[src/core/nsx_regs.svh]
// offsets, field positions, reset values and encodings for the nibble swap / xor / direction unit
`ifndef NSX_REGS_SVH
`define NSX_REGS_SVH

`define NSX_DATA_W        8
`define NSX_ADDR_W        5
`define NSX_DIR_PORT_A    5'h06
`define NSX_DIR_PORT_B    5'h07
`define NSX_DIR_RESET     8'hFF
`define NSX_ACC_RESET     8'h00
`define NSX_DEST_ACC      1'b0
`define NSX_DEST_FILE     1'b1
`define NSX_LO_MSB        3
`define NSX_HI_LSB        4

`endif

[src/core/nsx_pkg.sv]
// types shared by the nibble swap / xor / direction unit
package nsx_pkg;

  typedef enum logic [2:0] {
    nsx_op_none,
    nsx_op_nibble_swap,
    nsx_op_direction_load,
    nsx_op_xor_literal,
    nsx_op_xor_file
  } nsx_op_type;

  typedef enum logic [1:0] {
    nsx_st_idle,
    nsx_st_write
  } nsx_state_type;

endpackage

[src/core/nsx_alu.sv]
// combinational result unit: nibble swap and exclusive or
`timescale 1ns/1ps
`include "nsx_regs.svh"

module nsx_alu (
  // operation select
  input  wire nsx_pkg::nsx_op_type       op,
  // operands
  input  wire logic [`NSX_DATA_W-1:0]    acc,
  input  wire logic [`NSX_DATA_W-1:0]    file_data,
  input  wire logic [`NSX_DATA_W-1:0]    literal,
  // result
  output logic      [`NSX_DATA_W-1:0]    result,
  output logic                           zero
);

  always_comb begin
    result = file_data;
    case (op)
      nsx_pkg::nsx_op_nibble_swap: begin
        result = {file_data[`NSX_LO_MSB:0],
                  file_data[`NSX_DATA_W-1:`NSX_HI_LSB]}; // RL1
      end
      nsx_pkg::nsx_op_xor_literal: begin
        result = acc ^ literal; // RL4
      end
      nsx_pkg::nsx_op_xor_file: begin
        result = acc ^ file_data; // RL5
      end
      default: begin
        result = acc;
      end
    endcase
    zero = (result == 8'h00); // RL7
  end

endmodule // nsx_alu

[src/core/nsx_exec.sv]
// execution unit for nibble swap, direction load and the two xor instructions
`timescale 1ns/1ps
`include "nsx_regs.svh"

// Notes on behaviour
// [RL1] nibble swap puts file bits 3:0 into 7:4 and 7:4 into 3:0, no flags
// [RL2] nibble swap result goes to accumulator when destination is 0, else file
// [RL3] direction load copies accumulator into direction register 6 or 7, no flags
// [RL4] xor literal: accumulator xor 8-bit immediate into accumulator, zero flag updated
// [RL5] xor file: accumulator xor file register, only zero flag updated
// [RL6] xor file result goes to accumulator when destination is 0, else file
// [RL7] zero flag set when the 8-bit result is all zeros, cleared otherwise
module nsx_exec (
  // clock and reset
  input  wire  logic                      sys_clk,
  input  wire  logic                      rst_n,
  // instruction issue, one cycle per instruction
  input  wire  logic                      issue,
  input  wire  nsx_pkg::nsx_op_type       op,
  input  wire  logic [`NSX_ADDR_W-1:0]    file_addr,
  input  wire  logic                      dest_sel,
  input  wire  logic [`NSX_DATA_W-1:0]    literal,
  // file register read data for file_addr, same cycle
  input  wire  logic [`NSX_DATA_W-1:0]    file_rdata,
  // file register write-back
  output logic                            file_we,
  output logic       [`NSX_ADDR_W-1:0]    file_waddr,
  output logic       [`NSX_DATA_W-1:0]    file_wdata,
  // architectural state
  output logic       [`NSX_DATA_W-1:0]    acc,
  output logic                            zero_flag,
  output logic       [`NSX_DATA_W-1:0]    dir_port_a,
  output logic       [`NSX_DATA_W-1:0]    dir_port_b,
  // completion pulse, one cycle after issue
  output logic                            done
);

  typedef struct packed {
    logic [`NSX_DATA_W-1:0] acc;
    logic                   zero_flag;
    logic [`NSX_DATA_W-1:0] dir_port_a;
    logic [`NSX_DATA_W-1:0] dir_port_b;
    logic                   file_we;
    logic [`NSX_ADDR_W-1:0] file_waddr;
    logic [`NSX_DATA_W-1:0] file_wdata;
    logic                   done;
  } nsx_state_struct_type;

  nsx_state_struct_type   state;
  nsx_state_struct_type   next_state;
  logic [`NSX_DATA_W-1:0] alu_result;
  logic                   alu_zero;
  nsx_pkg::nsx_op_type    alu_op;

  assign alu_op = issue ? op : nsx_pkg::nsx_op_none;

  nsx_alu u_alu (
    .op        (alu_op),
    .acc       (state.acc),
    .file_data (file_rdata),
    .literal   (literal),
    .result    (alu_result),
    .zero      (alu_zero)
  );

  always_comb begin
    next_state            = state;
    next_state.file_we    = 1'b0;
    next_state.done       = 1'b0;
    if (issue) begin
      next_state.done = 1'b1;
      case (op)
        nsx_pkg::nsx_op_nibble_swap: begin // RL1
          if (dest_sel == `NSX_DEST_ACC) begin
            next_state.acc = alu_result; // RL2
          end else begin
            next_state.file_we    = 1'b1; // RL2
            next_state.file_waddr = file_addr;
            next_state.file_wdata = alu_result;
          end
        end
        nsx_pkg::nsx_op_direction_load: begin
          if (file_addr == `NSX_DIR_PORT_A) begin
            next_state.dir_port_a = state.acc; // RL3
          end else if (file_addr == `NSX_DIR_PORT_B) begin
            next_state.dir_port_b = state.acc; // RL3
          end
        end
        nsx_pkg::nsx_op_xor_literal: begin
          next_state.acc       = alu_result; // RL4
          next_state.zero_flag = alu_zero; // RL7
        end
        nsx_pkg::nsx_op_xor_file: begin
          next_state.zero_flag = alu_zero; // RL5
          if (dest_sel == `NSX_DEST_ACC) begin
            next_state.acc = alu_result; // RL6
          end else begin
            next_state.file_we    = 1'b1; // RL6
            next_state.file_waddr = file_addr;
            next_state.file_wdata = alu_result;
          end
        end
        default: begin
          next_state.done = 1'b0;
        end
      endcase
    end
  end

  always_ff @(posedge sys_clk or negedge rst_n) begin
    if (!rst_n) begin
      state.acc        <= `NSX_ACC_RESET;
      state.zero_flag  <= 1'b0;
      state.dir_port_a <= `NSX_DIR_RESET;
      state.dir_port_b <= `NSX_DIR_RESET;
      state.file_we    <= 1'b0;
      state.file_waddr <= 5'h00;
      state.file_wdata <= 8'h00;
      state.done       <= 1'b0;
    end else begin
      state <= next_state;
    end
  end

  assign acc        = state.acc;
  assign zero_flag  = state.zero_flag;
  assign dir_port_a = state.dir_port_a;
  assign dir_port_b = state.dir_port_b;
  assign file_we    = state.file_we;
  assign file_waddr = state.file_waddr;
  assign file_wdata = state.file_wdata;
  assign done       = state.done;

endmodule // nsx_exec

[config.mk]
export PLATFORM = sky130hd
export DESIGN_NAME = nsx_exec
export DESIGN_NICKNAME = d
export VERILOG_FILES = /design/src/core/nsx_pkg.sv /design/src/core/nsx_alu.sv /design/src/core/nsx_exec.sv
export VERILOG_INCLUDE_DIRS = /design/src /design/src/core
export SDC_FILE = /design/constraint.sdc
export NUM_CORES = 1
export LEC_CHECK = 0
export ABC_AREA = 1
export BUFFER_PORTS_ARGS = -buffer_cell sky130_fd_sc_hd__clkbuf_2
export CAP_MARGIN = 20
export CORE_ASPECT_RATIO = 0.7
export CORE_MARGIN = 2
export CORE_UTILIZATION = 45
export CTS_CLUSTER_DIAMETER = 50
export DETAILED_ROUTE_END_ITERATION = 10
export PLACE_DENSITY = 0.76
export SLEW_MARGIN = 20
export SYNTH_ARGS = -nofsm -noshare
export SYNTH_HDL_FRONTEND = slang
export SYNTH_SLANG_ARGS = --single-unit
[constraint.sdc]
create_clock -name sys_clk -period 1.1 [get_ports sys_clk]
set_clock_uncertainty 0.05 [all_clocks]
set_input_delay 0.055 -clock sys_clk [delete_from_list [all_inputs] [get_ports sys_clk]]
set_output_delay 0.055 -clock sys_clk [all_outputs]
set_load 0.005 [all_outputs]
==> results of run 1 <==
## final cells by class
class | count | area [um2] | area share [%]
tap | 55 | 68.8 | 2.22
multi-input combinational | 178 | 1000 | 32.2
inverter | 33 | 129 | 4.15
clock buffer | 7 | 76.3 | 2.46
timing repair buffer | 121 | 800 | 25.7
clock inverter | 1 | 5.00 | 0.161
sequential | 40 | 1030 | 33.1
## placed cells by master (no fill, tap or decap), types with 5 or more instances in the layout
cell	n
a21oi_2	8
a31oi_1	7
buf_4	43
buf_6	5
clkbuf_2	66
clkbuf_8	5
dfrtp_1	19
dfrtp_2	5
dfstp_2	16
dlygate4sd3_1	5
inv_1	25
inv_2	7
nand2_1	55
nand2_2	14
nand3_1	15
nand3_2	12
nor2_1	19
nor2_2	5
o21ai_0	16
o21ai_1	7
o21ai_2	8
## timing repair
action,in CTS,in global routing
gates resized for setup,14,62
cloned,0,1
endpoints found under the hold margin,45,0
hold buffers,6,0
pin swaps,6,21
buffers inserted,6,11
setup endpoints to repair,3,30
## per-layer routing
| layer | vias up | routed length (um) |
|---|---|---|
| met3 | 18 | 472 |
| met4 | 0 | 142 |
| li1 | 1076 | - |
| met5 | - | 0 |
| met1 | 1051 | 2710 |
| met2 | 99 | 2930 |
## final timing paths
check                              start            end  depth (start not counted)  slack [ns]
setup / recovery                  acc[1]      zero_flag                          7       -0.16
hold / removal                     issue           done                          4        0.09
setup reg to reg                  acc[1]      zero_flag                          7       -0.16
hold reg to reg            dir_port_b[6]  dir_port_b[6]                          2        0.43
max in group asynchronous          rst_n  dir_port_b[0]                          3        0.52
min in group asynchronous          rst_n  file_wdata[3]                          3        0.21
## per-stage QoR
stage / std cells / area (um2)
5_1_grt: 435 / 3110
3_5_place_dp: 407 / 2650
4_1_cts: 427 / 2870
6_report: 435 / 3110
3_3_place_gp: 407 / 2650
2_1_floorplan: 257 / 2010
## cell families (layout without fill, tap and decap cells)
group                  Yosys count  count (layout)  share of synthesized area, %
and+or+nand+nor                128             128                          27.7
DFF                             40              40                          50.8
buffers and inverters           39             162                          7.91
AOI/OAI and AO/OA               50              50                          13.6
## synthesized netlist by cell type (all sizes together)
master	n
inv	33
nor4	1
nand4	1
buf	3
o211a	1
o211ai	1
clkbuf	3
nand2	71
o21ai	31
a21oi	9
dfrtp	24
dfstp	16
or2	1
nor3	1
a31oi	7
nand3	28
nor2	25
o21bai	1
## flip-flops by register name, summed over array words and instances (netlist names)
signal,cells
acc,8
dir_port_a,8
dir_port_b,8
file_wdata,8
file_waddr,5
done,1
file_we,1
zero_flag,1
## power by group through the flow
stage	Clock [mW]	Sequential [mW]	Combinational (mW)
3_5_place_dp	0	1.95	1.24
4_1_cts	0.965	1.93	1.37
2_1_floorplan	0	1.94	0.512
5_1_grt	1.03	1.99	1.76
3_3_place_gp	0	1.94	1.22
6_report	0.955	1.98	1.60
## worst reg2reg max path, stage by stage (launching register included)
cell and delay (ns):
dfrtp_2 0.44, inv_2 0.07, nand3_2 0.07, nand3_2 0.08, nand2_2 0.07, nor2_2 0.12, nand3_2 0.11, o21bai_2 0.16
==> results.toml, run 1 <==
[global_routing]
grt_util_met2_pct = 38.9
grt_util_all_layers_pct = 23.3
overflow = 0
grt_use_met3_pct = 4.28
grt_pass1_wl_mm = 9.10
grtUsageMet1_pct = 31.5
grt_max_degree = 41
antenna_found_initial = 0
grt_pass1_vias = 2017
top_usage_layer = "met2"

[run_status]
violations = "setup timing"
outcome = "finished with violations"

[synthesis]
syn_area_um2 = 2010
yosys.area.top_type_share_pct = 29.9
synth.avg_cell_area_um2 = 7.82
synth_top_area_cell = "dfrtp_1"
seq_area_frac_synth_pct = 50.8
syn_inst = 257
yosysUniqueCellTypes = 27
synth_nets = 285
ys_seq_elements = 40
synth_area_leaders = "dfrtp_1 (30%), dfstp_2 (21%), nand2_1 (12%)"
yosys_warnings = 0

[worst_setup_path]
critPathTopFamily = "simple AND/OR/NAND/NOR gates"
path_max_fanout = 4
crit_buf_inv = 1
end_kind = "flip-flop"
crit_arrival_ns = 1.43
critPathMostFrequentCell = "nand3_2"
crit_chain = "inv_2 -> nand3_2 -> nand3_2 -> nand2_2 -> nor2_2 -> nand3_2 -> o21bai_2"
cp.required_ns = 1.27
slowest_stage = "dfrtp_2"
cp-start-kind = "flip-flop"
path_class = "reg2reg"
slowest_delay_ns = 0.44

[route]
detail_route.wl_per_cell_um = 14.4
drt_wl_total_mm = 6.25
routed_via_density = 5.16
firstDrtPassIters = 4
drt_iter0_markers = 99
drtAntennaViolNets = 0
remaining_drc_errors = 0
vias = 2244

[clock_tree]
cts_num_sinks = 40
cts.clk_slew.worst_paths_ns = 0.08
h-tree-depth = 2
cts_made_buffers = 5
clkLatencyLatePin_ns = 0.29
cts_root_buf = "clkbuf_8"
cts_tree = "done"
clockBufferDepth = 2

[sta]
finalSetupViolations = 8
setup-tns-final_ns = -0.584
fin_hold_ws_ns = 0.0875
clock.fmax_mhz = 795
finalCriticalPeriod_ns = 1.26
slew_violations = 0
timing.final.ws_setup_ns = -0.158
tightest_slew_ns = 0.253
hold_viol_final = 0
period_share_pct = 114
rsz0062_at_grt = "yes"
relSlewSlack_pct = 83.1

[placement]
place_ws_ns = -0.394
io_buffers = 67
place_hpwl_mm = 3.95
gp_congestion = 0.880

[layout]
antennaDiodeCount = 0
layout-drive-gt1-share_pct = 53.7
n_fill_cell = 335
areaGrowthSynthToFinish_pct = 54.5
fin_nets = 407
postLayoutCoreUtil_pct = 72.2

[die]
core_um2 = 4300
fp-row-count = 20
die_y_um = 59.9
ios = 68
dieArea_um2 = 5020
fp.dieW_um = 83.9
start_util_pct = 46.7

[pwr]
ir_worst_vdd_mv = 0.910
p_total_mw = 4.53
swShare_pct = 33.2
powerDensity_nw_per_um2 = 1460
seqPwrFrac_pct = 43.6
pwr-share-comb_pct = 35.4
power.share.clock_pct = 21.1
p_leak_nw = 1.60
p_int_mw = 3.03
switchingPower_mw = 1.51

[hold_path]
min_path_type = "in2reg"

[run]
drv_cap = 0
No activity file was read; power rests on OpenSTA's default activity.
==> inputs of run 2 (changes only) <==
Settings changed: CORE_ASPECT_RATIO 0.7 to 0.8.
==> run 2 against run 1 <==
Net effect:
- the flow still finishes with violations (setup timing)
- critical path depth unchanged
- combinational power is 7% lower
- via count shrank 3.9%
- register-to-register slack better by 0.08 ns
- setup slack better by 0.082 ns
- non-clock buffer count down 9
- global-route usage decreased by 0.12 points
- routed wire length is 8.4% lower
- sequential share of layout area rose by 1.1 points
- hold slack got worse by 0.013 ns
- clock power increased by 4.2%
- first-iteration DRC count grew 33%
- largest cell class unchanged
- largest power group unchanged
==> results.toml, run 2 (synthesized netlist as in run 1, its figures left out) <==
[layout]
layout_commonest_cell = "clkbuf_2"
postLayoutCoreUtil_pct = 71.0
layout-drive-gt1-share_pct = 49.3
fin_nets = 398
multiInputGateArea_um2 = 965
layout_common_cells = "clkbuf_2 (66), nand2_1 (58), buf_4 (34)"
n_fill_cell = 334
areaGrowthSynthToFinish_pct = 49.6
regArea_um2 = 1030
antennaDiodeCount = 0

[die]
die_y_um = 63.8
dieArea_um2 = 5020
core_um2 = 4230
ios = 68
fp-row-count = 21
fp.dieW_um = 78.7
start_util_pct = 47.5

[route]
drt_iter0_markers = 132
drtAntennaViolNets = 0
remaining_drc_errors = 0
drt_wl_total_mm = 5.73
vias = 2156
routed_via_density = 5.04
detail_route.wl_per_cell_um = 13.4
firstDrtPassIters = 4

[worst_setup_path]
cp-start-kind = "flip-flop"
end_kind = "flip-flop"
crit_buf_inv = 1
path_class = "reg2reg"
critPathTopFamily = "flip-flops"
cp.required_ns = 1.29
crit_arrival_ns = 1.37
slowest_stage = "dfrtp_1"
crit_chain = "inv_1 -> nand2_1 -> nand3_2 -> nand2_2 -> nor2_2 -> nand3_1 -> o21bai_2"
slowest_delay_ns = 0.44
path_max_fanout = 4

[sta]
tightest_slew_ns = 0.238
finalCriticalPeriod_ns = 1.18
fin_hold_ws_ns = 0.0745
period_share_pct = 107
timing.final.ws_setup_ns = -0.0765
rsz0062_at_grt = "yes"
setup-tns-final_ns = -0.110
finalSetupViolations = 4
clock.fmax_mhz = 850
relSlewSlack_pct = 84.0
slew_violations = 0
hold_viol_final = 0

[global_routing]
grt_util_all_layers_pct = 23.1
grt_max_degree = 41
overflow = 0
antenna_found_initial = 0
grt_pass1_wl_mm = 9.00
grt_pass1_vias = 2003

[placement]
place_hpwl_mm = 3.95
io_buffers = 67
gp_congestion = 0.902

[run]
drv_cap = 0

[hold_path]
min_path_type = "in2reg"

[run_status]
outcome = "finished with violations"
violations = "setup timing"

[pwr]
powerDensity_nw_per_um2 = 1480
p_leak_nw = 1.55
ir_worst_vdd_mv = 0.858

[clock_tree]
cts_root_buf = "clkbuf_8"
clkLatencyLatePin_ns = 0.30
cts_made_buffers = 5
cts.clk_slew.worst_paths_ns = 0.08
cts_num_sinks = 40
cts_tree = "done"
clockBufferDepth = 2
h-tree-depth = 2
[run 2: layer usage]
| layer | vias to the layer above | GRT usage [%] | wire (um) |
|---|---|---|---|
| met5 | - | 0 | 0 |
| met4 | 0 | 11.0 | 163 |
| li1 | 1067 | - | - |
| met2 | 70 | 35.4 | 2590 |
| met1 | 1003 | 32.0 | 2630 |
| met3 | 16 | 4.24 | 341 |
[run 2: what timing repair did]
item / 4_1_cts / 5_1_grt
resized for setup: 10 / 50
setup buffers: 4 / 2
hold endpoints to repair: 45 / 0
pin swaps: 5 / 14
endpoints found under the setup margin: 1 / 27
hold buffers: 6 / 0
[run 2: report_power, final]
| group | switching [mW] | internal, mW | total (mW) |
|---|---|---|---|
| combinational | 0.726 | 0.767 | 1.49 |
| clock | 0.552 | 0.442 | 0.995 |
| sequential | 0.226 | 1.75 | 1.97 |
[run 2: worst paths after layout]
kind                          startpoint       endpoint  slack [ns]  depth (start not counted)
setup reg to reg                  acc[6]      zero_flag       -0.08                          7
min in group asynchronous          rst_n        file_we        0.19                          3
setup / recovery                  acc[6]      zero_flag       -0.08                          7
max in group asynchronous          rst_n  dir_port_a[1]        0.54                          3
hold reg to reg            dir_port_a[4]  dir_port_a[4]        0.43                          2
hold / removal                     issue           done        0.07                          4
[run 2: layout make-up]
class,count,share of cell area (%)
flip-flops and latches,40,34.2
multi-input cells,178,32.1
repair buffers,112,24.3
inverters,33,4.12
well taps,57,2.37
clock buffers,5,2.29
clock inverters,3,0.624
[run 2: stage by stage]
stage | power [mW] | worst slack [ns] | instance area, um2 | std cells
after floorplan | 2.45 | -0.00417 | 2010 | 257
after global placement | 3.17 | -0.282 | 2670 | 410
after detailed placement | 3.20 | -0.348 | 2670 | 410
after CTS | 4.29 | -0.0586 | 2870 | 428
after global routing | 4.73 | -0.154 | 3010 | 428
final | 4.46 | -0.0765 | 3010 | 428
[run 2: worst reg2reg max path, cell delays in order, from the launching register on]
cell and delay (ns):
dfrtp_1 0.44, inv_1 0.10, nand2_1 0.07, nand3_2 0.08, nand2_2 0.06, nor2_2 0.08, nand3_1 0.10, o21bai_2 0.13
